--- config.mk ---
export PLATFORM = sky130hd
export DESIGN_NAME = psm_ctrl
export DESIGN_NICKNAME = d
export VERILOG_FILES = /design/src/design/psm_pkg.sv /design/src/design/psm_ctrl.sv /design/src/design/psm_clk_div.sv
export VERILOG_INCLUDE_DIRS = /design/src /design/src/design
export SDC_FILE = /design/constraint.sdc
export NUM_CORES = 1
export LEC_CHECK = 0
export ABC_AREA = 1
export BUFFER_PORTS_ARGS = -buffer_cell sky130_fd_sc_hd__buf_2
export CORE_MARGIN = 5
export CORE_UTILIZATION = 30
export CTS_CLUSTER_DIAMETER = 40
export DETAILED_ROUTE_END_ITERATION = 16
export PLACE_DENSITY_LB_ADDON = 0.12
export SLEW_MARGIN = 20
export SYNTH_ARGS = -nofsm -noshare
export SYNTH_HDL_FRONTEND = slang
export SYNTH_SLANG_ARGS = --single-unit
--- constraint.sdc ---
create_clock -name CLK -period 3.3 [get_ports CLK]
set_input_delay 0.66 -clock CLK [delete_from_list [all_inputs] [get_ports CLK]]
set_output_delay 0.66 -clock CLK [all_outputs]
set_load 0.01 [all_outputs]
--- src/design/psm_defines.svh ---
`ifndef PSM_DEFINES_SVH
`define PSM_DEFINES_SVH

// register byte addresses
`define PSM_ADDR_CTRL 8'h00
`define PSM_ADDR_AUX 8'h04
`define PSM_ADDR_STAT 8'h08

// control register fields
`define PSM_CTRL_IDLE 0
`define PSM_CTRL_PDOWN 1
`define PSM_CTRL_SLOW 2

// auxiliary control register field
`define PSM_AUX_WAKE_SEL 4

// status register fields
`define PSM_STAT_STATE_LO 0
`define PSM_STAT_STATE_HI 2
`define PSM_STAT_SLOW 4
`define PSM_STAT_WAKE_SEL 5
`define PSM_STAT_OSC_ON 6
`define PSM_STAT_HW_POWERDOWN_PIN_N 7
`define PSM_STAT_LAST_WAKE_LO 8
`define PSM_STAT_LAST_WAKE_HI 9

// last wake cause codes
`define PSM_WAKE_NONE 2'h0
`define PSM_WAKE_IRQ 2'h1
`define PSM_WAKE_PIN 2'h2
`define PSM_WAKE_HW 2'h3

// slow-down divide ratio and counter width
`define PSM_DIV_RATIO 32
`define PSM_DIV_W 5

// oscillator restart time
`define PSM_CLK_PERIOD_NS 50
`define PSM_OSC_START_NS 2000
`define PSM_OSC_START_CYC ((`PSM_OSC_START_NS + `PSM_CLK_PERIOD_NS - 1) / `PSM_CLK_PERIOD_NS)
`define PSM_OSC_CNT_W 8

`define PSM_RESET_WORD 32'h0000_0000
`endif

--- src/design/psm_pkg.sv ---
package psm_pkg;
	// gray along run -> idle -> power down -> oscillator restart -> hardware power down
	typedef enum logic [2:0] {
		PSM_RUN = 3'h0,
		PSM_IDLE = 3'h1,
		PSM_PD_SW = 3'h3,
		PSM_OSC_WAIT = 3'h2,
		PSM_PD_HW = 3'h6
	} psm_state_t;
endpackage : psm_pkg

--- src/design/psm_ctrl.sv ---
`timescale 1ns/1ps
`include "psm_defines.svh"
module psm_ctrl #(
	parameter bit HAS_WAKE_SEL = 1'b1
) (
	input wire logic CLK,
	input wire logic RST_N,
	input wire logic PSEL,
	input wire logic PENABLE,
	input wire logic PWRITE,
	input wire logic [7:0] PADDR,
	input wire logic [31:0] PWDATA,
	output logic [31:0] PRDATA,
	output logic PREADY,
	output logic PSLVERR,
	input wire logic IRQ_PENDING,
	input wire logic EXT_INT0_WAKE_PIN,
	input wire logic SERIAL_RX_WAKE_PIN,
	input wire logic HW_POWERDOWN_PIN_N,
	output logic CPU_CLK_EN,
	output logic PERIPH_CLK_EN,
	output logic OSC_EN,
	output logic RAM_RETAIN,
	output logic [2:0] MODE
);
	// pin synchronisers: first stage read only by the second
	logic int0_s1_q;
	logic int0_s2_q;
	logic int0_s3_q;
	logic rxd_s1_q;
	logic rxd_s2_q;
	logic rxd_s3_q;
	logic hw_powerdown_pin_n_s1_q;
	logic hw_powerdown_pin_n_s2_q;

	always_ff @(posedge CLK) begin
		if (!RST_N) begin
			int0_s1_q <= 1'b1;
			int0_s2_q <= 1'b1;
			int0_s3_q <= 1'b1;
			rxd_s1_q <= 1'b1;
			rxd_s2_q <= 1'b1;
			rxd_s3_q <= 1'b1;
			hw_powerdown_pin_n_s1_q <= 1'b1;
			hw_powerdown_pin_n_s2_q <= 1'b1;
		end else begin
			int0_s1_q <= EXT_INT0_WAKE_PIN;
			int0_s2_q <= int0_s1_q;
			int0_s3_q <= int0_s2_q;
			rxd_s1_q <= SERIAL_RX_WAKE_PIN;
			rxd_s2_q <= rxd_s1_q;
			rxd_s3_q <= rxd_s2_q;
			hw_powerdown_pin_n_s1_q <= HW_POWERDOWN_PIN_N;
			hw_powerdown_pin_n_s2_q <= hw_powerdown_pin_n_s1_q;
		end
	end

	// register state
	logic slow_q;
	logic slow_d;
	logic wake_sel_q;
	logic wake_sel_d;
	logic [1:0] last_wake_q;
	logic [1:0] last_wake_d;
	logic [31:0] prdata_q;
	logic [31:0] prdata_d;
	psm_pkg::psm_state_t state_q;
	psm_pkg::psm_state_t state_d;
	logic [`PSM_OSC_CNT_W-1:0] osc_cnt_q;
	logic [`PSM_OSC_CNT_W-1:0] osc_cnt_d;

	// apb decode
	wire setup = PSEL && !PENABLE;
	wire access = PSEL && PENABLE;
	wire hit_ctrl = (PADDR == `PSM_ADDR_CTRL);
	wire hit_aux = (PADDR == `PSM_ADDR_AUX);
	wire hit_stat = (PADDR == `PSM_ADDR_STAT);
	wire mapped = hit_ctrl || hit_aux || hit_stat;
	wire wr_ctrl = access && PWRITE && hit_ctrl;
	wire wr_aux = access && PWRITE && hit_aux;

	// software requests are single-cycle strobes from a write to the control register
	wire idle_req = wr_ctrl && PWDATA[`PSM_CTRL_IDLE];
	wire pd_req = wr_ctrl && PWDATA[`PSM_CTRL_PDOWN];

	// selector only exists on some variants; the others hard-wire int0
	wire sel_rxd = HAS_WAKE_SEL && wake_sel_q;
	wire pin_now = sel_rxd ? rxd_s2_q : int0_s2_q;
	wire pin_prev = sel_rxd ? rxd_s3_q : int0_s3_q;
	// falling edge marks the start of the short low pulse
	wire wake_fall = pin_prev && !pin_now;
	wire hw_pd = !hw_powerdown_pin_n_s2_q;
	wire osc_done = (osc_cnt_q == '0);

	wire [31:0] stat_word = {22'h00_0000, last_wake_q, hw_pd, OSC_EN, wake_sel_q, slow_q,
		1'b0, state_q};
	wire [31:0] ctrl_word = {29'h0000_0000, slow_q, 2'h0};
	wire [31:0] aux_word = {27'h000_0000, wake_sel_q, 4'h0};

	assign prdata_d = !setup || PWRITE ? prdata_q :
		hit_ctrl ? ctrl_word :
		hit_aux ? aux_word :
		hit_stat ? stat_word : `PSM_RESET_WORD;
	assign slow_d = wr_ctrl ? PWDATA[`PSM_CTRL_SLOW] : slow_q;
	assign wake_sel_d = wr_aux ? PWDATA[`PSM_AUX_WAKE_SEL] : wake_sel_q;

	// mode sequencer; hardware power down outranks everything
	always_comb begin
		state_d = state_q;
		last_wake_d = last_wake_q;
		osc_cnt_d = osc_cnt_q;
		unique case (state_q)
			psm_pkg::PSM_RUN: begin
				if (hw_pd) begin
					state_d = psm_pkg::PSM_PD_HW;
				end else if (pd_req) begin
					state_d = psm_pkg::PSM_PD_SW;
				end else if (idle_req) begin
					state_d = psm_pkg::PSM_IDLE;
				end
			end
			psm_pkg::PSM_IDLE: begin
				if (hw_pd) begin
					state_d = psm_pkg::PSM_PD_HW;
				end else if (IRQ_PENDING) begin
					// nothing is reset on the way out, so execution resumes in place
					state_d = psm_pkg::PSM_RUN;
					last_wake_d = `PSM_WAKE_IRQ;
				end
			end
			psm_pkg::PSM_PD_SW: begin
				if (hw_pd) begin
					state_d = psm_pkg::PSM_PD_HW;
				end else if (wake_fall) begin
					state_d = psm_pkg::PSM_OSC_WAIT;
					osc_cnt_d = `PSM_OSC_CNT_W'(`PSM_OSC_START_CYC - 1);
					last_wake_d = `PSM_WAKE_PIN;
				end
			end
			psm_pkg::PSM_OSC_WAIT: begin
				if (hw_pd) begin
					state_d = psm_pkg::PSM_PD_HW;
				end else if (osc_done) begin
					state_d = psm_pkg::PSM_RUN;
				end else begin
					osc_cnt_d = osc_cnt_q - 1'b1;
				end
			end
			psm_pkg::PSM_PD_HW: begin
				if (!hw_pd) begin
					// oscillator needs its start-up time after a hardware stop too
					state_d = psm_pkg::PSM_OSC_WAIT;
					osc_cnt_d = `PSM_OSC_CNT_W'(`PSM_OSC_START_CYC - 1);
					last_wake_d = `PSM_WAKE_HW;
				end
			end
			default: begin
				state_d = psm_pkg::PSM_RUN;
			end
		endcase
	end

	// synchronous reset returns every mode bit to its reset value
	always_ff @(posedge CLK) begin
		if (!RST_N) begin
			state_q <= psm_pkg::PSM_RUN;
			slow_q <= 1'b0;
			wake_sel_q <= 1'b0;
			last_wake_q <= `PSM_WAKE_NONE;
			osc_cnt_q <= '0;
			prdata_q <= `PSM_RESET_WORD;
		end else begin
			state_q <= state_d;
			slow_q <= slow_d;
			wake_sel_q <= wake_sel_d;
			last_wake_q <= last_wake_d;
			osc_cnt_q <= osc_cnt_d;
			prdata_q <= prdata_d;
		end
	end

	// clock enable generation
	logic tick;
	wire clocked = (state_q == psm_pkg::PSM_RUN) || (state_q == psm_pkg::PSM_IDLE);

	psm_clk_div u_div (
		.clk(CLK),
		.rst_n(RST_N),
		.run(clocked),
		.slow(slow_q),
		.tick(tick)
	);

	// core enable stops in idle, peripheral enable runs through it, both share one divider
	assign CPU_CLK_EN = tick && (state_q == psm_pkg::PSM_RUN);
	assign PERIPH_CLK_EN = tick;
	// oscillator off in both power down states, back on for restart wait
	assign OSC_EN = (state_q != psm_pkg::PSM_PD_SW) && (state_q != psm_pkg::PSM_PD_HW);
	// ram keeps its contents in both power down states; flagged for the supply switch
	assign RAM_RETAIN = !OSC_EN;
	assign MODE = state_q;

	// zero wait states; an unmapped address errors and reads zero
	assign PREADY = 1'b1;
	assign PSLVERR = access && !mapped;
	assign PRDATA = prdata_q;

	// check-only counters; a divider or restart counter that wraps early shows as a mismatch
	logic [`PSM_DIV_W-1:0] slow_gap_q;
	logic [`PSM_OSC_CNT_W-1:0] osc_wait_q;

	always_ff @(posedge CLK) begin
		if (!RST_N || !clocked || !slow_q || PERIPH_CLK_EN) begin
			slow_gap_q <= '0;
		end else begin
			slow_gap_q <= slow_gap_q + 1'b1;
		end
	end

	always_ff @(posedge CLK) begin
		if (!RST_N || state_q != psm_pkg::PSM_OSC_WAIT) begin
			osc_wait_q <= '0;
		end else begin
			osc_wait_q <= osc_wait_q + 1'b1;
		end
	end

	// checks
	a_idle_core_gated: assert property (@(posedge CLK) disable iff (!RST_N)
		state_q == psm_pkg::PSM_IDLE |-> !CPU_CLK_EN)
		else $error("core clock running in idle");

	a_idle_periph_runs: assert property (@(posedge CLK) disable iff (!RST_N)
		(state_q == psm_pkg::PSM_IDLE && !slow_q) |-> PERIPH_CLK_EN)
		else $error("peripheral clock stopped in idle");

	a_idle_entry_sw: assert property (@(posedge CLK) disable iff (!RST_N)
		($past(state_q) == psm_pkg::PSM_RUN && state_q == psm_pkg::PSM_IDLE)
		|-> $past(idle_req))
		else $error("idle entered without request");

	a_idle_irq_exit: assert property (@(posedge CLK) disable iff (!RST_N)
		(state_q == psm_pkg::PSM_IDLE && IRQ_PENDING && !hw_pd)
		|=> state_q == psm_pkg::PSM_RUN && last_wake_q == `PSM_WAKE_IRQ)
		else $error("idle not left on interrupt");

	a_pd_osc_off: assert property (@(posedge CLK) disable iff (!RST_N)
		(state_q == psm_pkg::PSM_PD_SW || state_q == psm_pkg::PSM_PD_HW)
		|-> !OSC_EN && !PERIPH_CLK_EN && !CPU_CLK_EN)
		else $error("clock running in power down");

	a_pd_pin_wake: assert property (@(posedge CLK) disable iff (!RST_N)
		(state_q == psm_pkg::PSM_PD_SW && !hw_pd && wake_fall)
		|=> state_q == psm_pkg::PSM_OSC_WAIT)
		else $error("wake pulse ignored");

	a_pd_stays: assert property (@(posedge CLK) disable iff (!RST_N)
		(state_q == psm_pkg::PSM_PD_SW && !hw_pd && !wake_fall)
		|=> state_q == psm_pkg::PSM_PD_SW)
		else $error("power down left without wake");

	a_hw_powerdown_pin_n_entry: assert property (@(posedge CLK) disable iff (!RST_N)
		(!HW_POWERDOWN_PIN_N [*3]) |=> state_q == psm_pkg::PSM_PD_HW)
		else $error("hardware power down not entered");

	a_slow_period: assert property (@(posedge CLK) disable iff (!RST_N)
		(slow_q && clocked)
		|-> PERIPH_CLK_EN == (slow_gap_q == `PSM_DIV_W'(`PSM_DIV_RATIO - 1)))
		else $error("slow-down pulse spacing wrong");

	a_slow_idle: assert property (@(posedge CLK) disable iff (!RST_N)
		(state_q == psm_pkg::PSM_IDLE && slow_q && PERIPH_CLK_EN && !IRQ_PENDING && !hw_pd)
		|=> !PERIPH_CLK_EN)
		else $error("idle with slow-down not divided");

	a_osc_restart: assert property (@(posedge CLK) disable iff (!RST_N)
		($past(state_q) == psm_pkg::PSM_PD_SW && state_q == psm_pkg::PSM_OSC_WAIT)
		|-> (!CPU_CLK_EN && OSC_EN) [*8] ##1 (!CPU_CLK_EN [*8]))
		else $error("core resumed before oscillator start");

	a_wake_sel_rxd: assert property (@(posedge CLK) disable iff (!RST_N)
		(wake_sel_q && HAS_WAKE_SEL && state_q == psm_pkg::PSM_PD_SW && !hw_pd
		&& rxd_s3_q && !rxd_s2_q) |=> state_q == psm_pkg::PSM_OSC_WAIT)
		else $error("serial receive wake not honoured");

	a_reset_state: assert property (@(posedge CLK)
		!RST_N |=> state_q == psm_pkg::PSM_RUN && !slow_q && !wake_sel_q)
		else $error("reset state not loaded");

	a_irq_keeps_slow: assert property (@(posedge CLK) disable iff (!RST_N)
		(state_q == psm_pkg::PSM_IDLE && IRQ_PENDING && !hw_pd)
		|=> slow_q == $past(slow_q) && wake_sel_q == $past(wake_sel_q))
		else $error("state lost on interrupt exit");

	a_osc_wait_len: assert property (@(posedge CLK) disable iff (!RST_N)
		(state_q == psm_pkg::PSM_OSC_WAIT && !hw_pd)
		|-> osc_done == (osc_wait_q == `PSM_OSC_CNT_W'(`PSM_OSC_START_CYC - 1)))
		else $error("oscillator wait length wrong");

	a_osc_wait_exit: assert property (@(posedge CLK) disable iff (!RST_N)
		(state_q == psm_pkg::PSM_OSC_WAIT && osc_done && !hw_pd)
		|=> state_q == psm_pkg::PSM_RUN)
		else $error("run not resumed after oscillator wait");

	a_pd_sw_entry: assert property (@(posedge CLK) disable iff (!RST_N)
		(state_q == psm_pkg::PSM_RUN && pd_req && !hw_pd)
		|=> state_q == psm_pkg::PSM_PD_SW)
		else $error("power down request ignored");

	a_idle_entry_req: assert property (@(posedge CLK) disable iff (!RST_N)
		(state_q == psm_pkg::PSM_RUN && idle_req && !pd_req && !hw_pd)
		|=> state_q == psm_pkg::PSM_IDLE)
		else $error("idle request ignored");

	a_idle_holds: assert property (@(posedge CLK) disable iff (!RST_N)
		(state_q == psm_pkg::PSM_IDLE && !IRQ_PENDING && !hw_pd)
		|=> state_q == psm_pkg::PSM_IDLE)
		else $error("idle left without interrupt");

	a_hw_powerdown_pin_n_any_state: assert property (@(posedge CLK) disable iff (!RST_N)
		(hw_pd && state_q != psm_pkg::PSM_PD_HW)
		|=> state_q == psm_pkg::PSM_PD_HW)
		else $error("hardware power down not taken");

	a_hw_powerdown_pin_n_release: assert property (@(posedge CLK) disable iff (!RST_N)
		(state_q == psm_pkg::PSM_PD_HW && !hw_pd)
		|=> state_q == psm_pkg::PSM_OSC_WAIT && last_wake_q == `PSM_WAKE_HW)
		else $error("hardware power down release wrong");

	a_ram_retain_pd: assert property (@(posedge CLK) disable iff (!RST_N)
		RAM_RETAIN == (state_q == psm_pkg::PSM_PD_SW || state_q == psm_pkg::PSM_PD_HW))
		else $error("ram retention flag wrong");

	a_run_same_rate: assert property (@(posedge CLK) disable iff (!RST_N)
		state_q == psm_pkg::PSM_RUN |-> CPU_CLK_EN == PERIPH_CLK_EN)
		else $error("core and peripheral rates differ");

	a_int0_wake: assert property (@(posedge CLK) disable iff (!RST_N)
		(!sel_rxd && state_q == psm_pkg::PSM_PD_SW && !hw_pd && int0_s3_q && !int0_s2_q)
		|=> state_q == psm_pkg::PSM_OSC_WAIT)
		else $error("int0 wake not honoured");

	a_wake_cause_pin: assert property (@(posedge CLK) disable iff (!RST_N)
		(state_q == psm_pkg::PSM_PD_SW && !hw_pd && wake_fall)
		|=> last_wake_q == `PSM_WAKE_PIN)
		else $error("pin wake cause not recorded");
endmodule : psm_ctrl

--- src/design/psm_clk_div.sv ---
`timescale 1ns/1ps
`include "psm_defines.svh"
module psm_clk_div (
	input wire logic clk,
	input wire logic rst_n,
	input wire logic run,
	input wire logic slow,
	output logic tick
);
	logic [`PSM_DIV_W-1:0] cnt_q;
	logic [`PSM_DIV_W-1:0] cnt_d;
	logic wrap;

	assign wrap = (cnt_q == `PSM_DIV_W'(`PSM_DIV_RATIO - 1));
	assign cnt_d = (!run || !slow || wrap) ? '0 : cnt_q + 1'b1;
	// one enable pulse per 32 cycles while slowed, every cycle otherwise
	assign tick = run && (!slow || wrap);

	always_ff @(posedge clk) begin
		if (!rst_n) begin
			cnt_q <= '0;
		end else begin
			cnt_q <= cnt_d;
		end
	end
endmodule : psm_clk_div

==> flow_summary.toml <==
[placed_design]
place.gp.congestion = 0.7599
portBuffers = 37
place_hpwl_um = 3329
placed_cell_area_um2 = 2172

[floorplan]
die_h_um = 91.74
coreArea_um2 = 6422
dieArea_um2 = 8416
die_w_um = 91.74
core.rowCount = 29
start_util_pct = 31.21
io_pins = 90

[critical_path]
cp.arrival_ps = 1710
crit_type = "input port to primary output"
cp_max_fo = 8
end_kind = "primary output"
startpoint_type = "input port"
cp.required_ps = 2640

[pwr]
clkPwrFrac_pct = 24.1
internal-power_w = 0.0008077
p_leak_nw = 1.029
ir_drop_mv = 0.2979
combPwrFrac_pct = 35.5
power.share.switching_pct = 38.56
power_frac_seq_pct = 40.5
power_density_nw_per_um2 = 582.1
switching_power_w = 0.0005069

[grt]
groute.usage.overall_pct = 10.83
antenna_found_initial = 0
grt_pass1_vias = 1497
grt_pass1_wl_um = 7431
grt_start_max_net_pins = 21
gr-total-overflow = 0

[layout]
insertedDiodeCount = 0
design_area_um2 = 2258
area_delta_synth_final_pct = 12.67
finish.utilization_pct = 35.16
layout-drive-gt1-share_pct = 24.51
n_fill_cell = 719
finalNetCount = 358
mostFrequentLayoutCell = "nand2_1"
layout_common_cells = "nand2_1 (45), dfxtp_1 (37), buf_2 (37)"

[logic_synthesis]
synthFlopType = "dfxtp_1"
synth_top_family_by_area = "simple AND/OR/NAND/NOR gates"
yosysTopAreaCell = "dfxtp_1"
postSynthCellCount = 267
ys_warn_count = 0
yosys.area_share.adder_pct = 2.497
netlist_top_cells_area = "dfxtp_1 (37%), buf_4 (9.4%), nand2_1 (8.4%), nor2_1 (6.0%), a21oi_1 (5.0%)"
muxShareOfSynthArea_pct = 0
synth_compound_area_share_pct = 11.11
synth_edf_count = 0
synth-seq-cells = 37
seq_area_frac_synth_pct = 36.95
yosysUniqueCellTypes = 38
syn-cell-area_um2 = 2004
synth-simple-area-share_pct = 30.84
synthXorXnorAreaFrac_pct = 2.622
yosysTopAreaCellShare_pct = 36.95
avgSynthCellArea_um2 = 7.507
synthArstFlopShare_pct = 0

[drt]
via_count = 1683
viasPerCell = 4.394
drtAntennaViolNets = 0
first_iter_violations = 75
drt-wirelength-per-cell_um = 11.50
routed_wl_um = 4403
first_pass_iters = 5
drc = 0

[cts]
clock-root-buffer = "clkbuf_8"
cts_setup_buffers = 0
cts.sinks = 37
clkTransAtPathRegs_ps = 70
clk_latency_ps = 290
clockBufferDepth = 2
htreeDepth = 2
numCtsBuffers = 5
cts.hold.buffers_added = 0
cts_tree = "done"
cts-resized-gates = 0

[sta]
max_freq_mhz = 422.8
period_needed_ps = 2365
grt_setup_unrepaired = "false"
drv_slew = 0
finalHoldViolCount = 0
maxSlewHeadroom_pct = 53.47
finalSetupViolCount = 0
tightest_slew_ps = 697.2
skew_ps = 10.77
fin_crit_sh_pct = 71.68
tns_ps = 0

[flow_run]
maxCapViolCount = 0

[outcome]
outcome = "complete, no violations"

[hold_path]
hp-class = "register to register"
==> per-stage QoR <==
stage          setup slack [ps]  hold slack, ps  std cells  total power [W]
4_1_cts                   913.3           414.5        383         0.001335
2_1_floorplan              1138           391.7        289        0.0009306
3_5_place_dp              913.0           396.7        375         0.001010
3_3_place_gp              886.0           394.5        375         0.001011
6_report                  934.6           414.4        383         0.001315
5_1_grt                   832.3           431.1        383         0.001422
==> power by group through the flow <==
stage          clock network (W)  logic (W)  registers (W)
6_report                0.000316   0.000466       0.000532
4_1_cts                 0.000331   0.000471       0.000532
5_1_grt                 0.000352   0.000531       0.000539
2_1_floorplan                  0   0.000404       0.000526
3_3_place_gp                   0   0.000468       0.000543
3_5_place_dp                   0   0.000468       0.000542
==> layout make-up <==
type	count	area, µm²	area share [%]
inverter	27	108.9	4.820
tap	77	96.34	4.266
clock inverter	3	17.52	0.7756
clock buffer	5	68.82	3.047
sequential	37	740.7	32.80
timing repair buffer	38	192.7	8.532
multi-input combinational	196	1033	45.76
==> path summary, 6_finish.rpt <==
path	depth (start not counted)	to	slack (ps)	from
setup / recovery	6	PSLVERR	930	PADDR[1]
hold / removal	1	int0_s2_q$_SDFF_PN1_	410	int0_s1_q$_SDFF_PN1_
setup reg to reg	7	osc_cnt_q[6]$_SDFFE_PN0P_	1670	MODE[0]$_SDFFE_PN0P_
hold reg to reg	1	int0_s2_q$_SDFF_PN1_	410	int0_s1_q$_SDFF_PN1_
==> cell families after synthesis <==
family / Yosys count
AND/OR/NAND/NOR: 125
buffers and inverters: 56
AO/OA/AOI/OAI: 37
flip-flops: 37
XOR/XNOR: 6
adder cells (fa/ha/maj): 4
other: 2
==> critical path, cell delays in order <==
cell and delay [ps]:
buf_2 100, nor2_2 180, inv_2 60, nor4_4 470
nor4_1 80, buf_2 160
==> cell usage after synthesis, types with 2 or more instances <==
| master | number |
|---|---|
| a21oi_1 | 20 |
| o21ai_1 | 5 |
| nor2_2 | 4 |
| nand3_1 | 20 |
| dfxtp_1 | 37 |
| clkbuf_1 | 3 |
| inv_4 | 3 |
| a21oi_2 | 3 |
| xor2_1 | 4 |
| o21ai_2 | 2 |
| nand3_2 | 2 |
| nand4_1 | 3 |
| buf_4 | 25 |
| conb_1 | 2 |
| nor2_1 | 32 |
| o21ai_0 | 2 |
| nor3_1 | 4 |
| or2_2 | 7 |
| nand2_1 | 45 |
| inv_1 | 22 |
| xnor2_1 | 2 |
| ha_1 | 4 |
==> sequential cells by signal (all words and copies together), names as in the netlist <==
name                     count
rxd_s2_q                     1
rxd_s1_q                     1
osc_cnt_q                    8
int0_s1_q                    1
u_div.cnt_q                  5
int0_s2_q                    1
last_wake_q                  2
hw_powerdown_pin_n_s2_q      1
sel_rxd                      1
slow_q                       1
rxd_s3_q                     1
hw_powerdown_pin_n_s1_q      1
int0_s3_q                    1
MODE                         3
PRDATA                       9
==> per-layer routing <==
metal	GRT usage, %	wire, µm
met5	0	0
met4	2.970	38
met3	3.519	302
met2	16.31	1902
met1	14.86	2159
(Power assumes the default switching activity.)
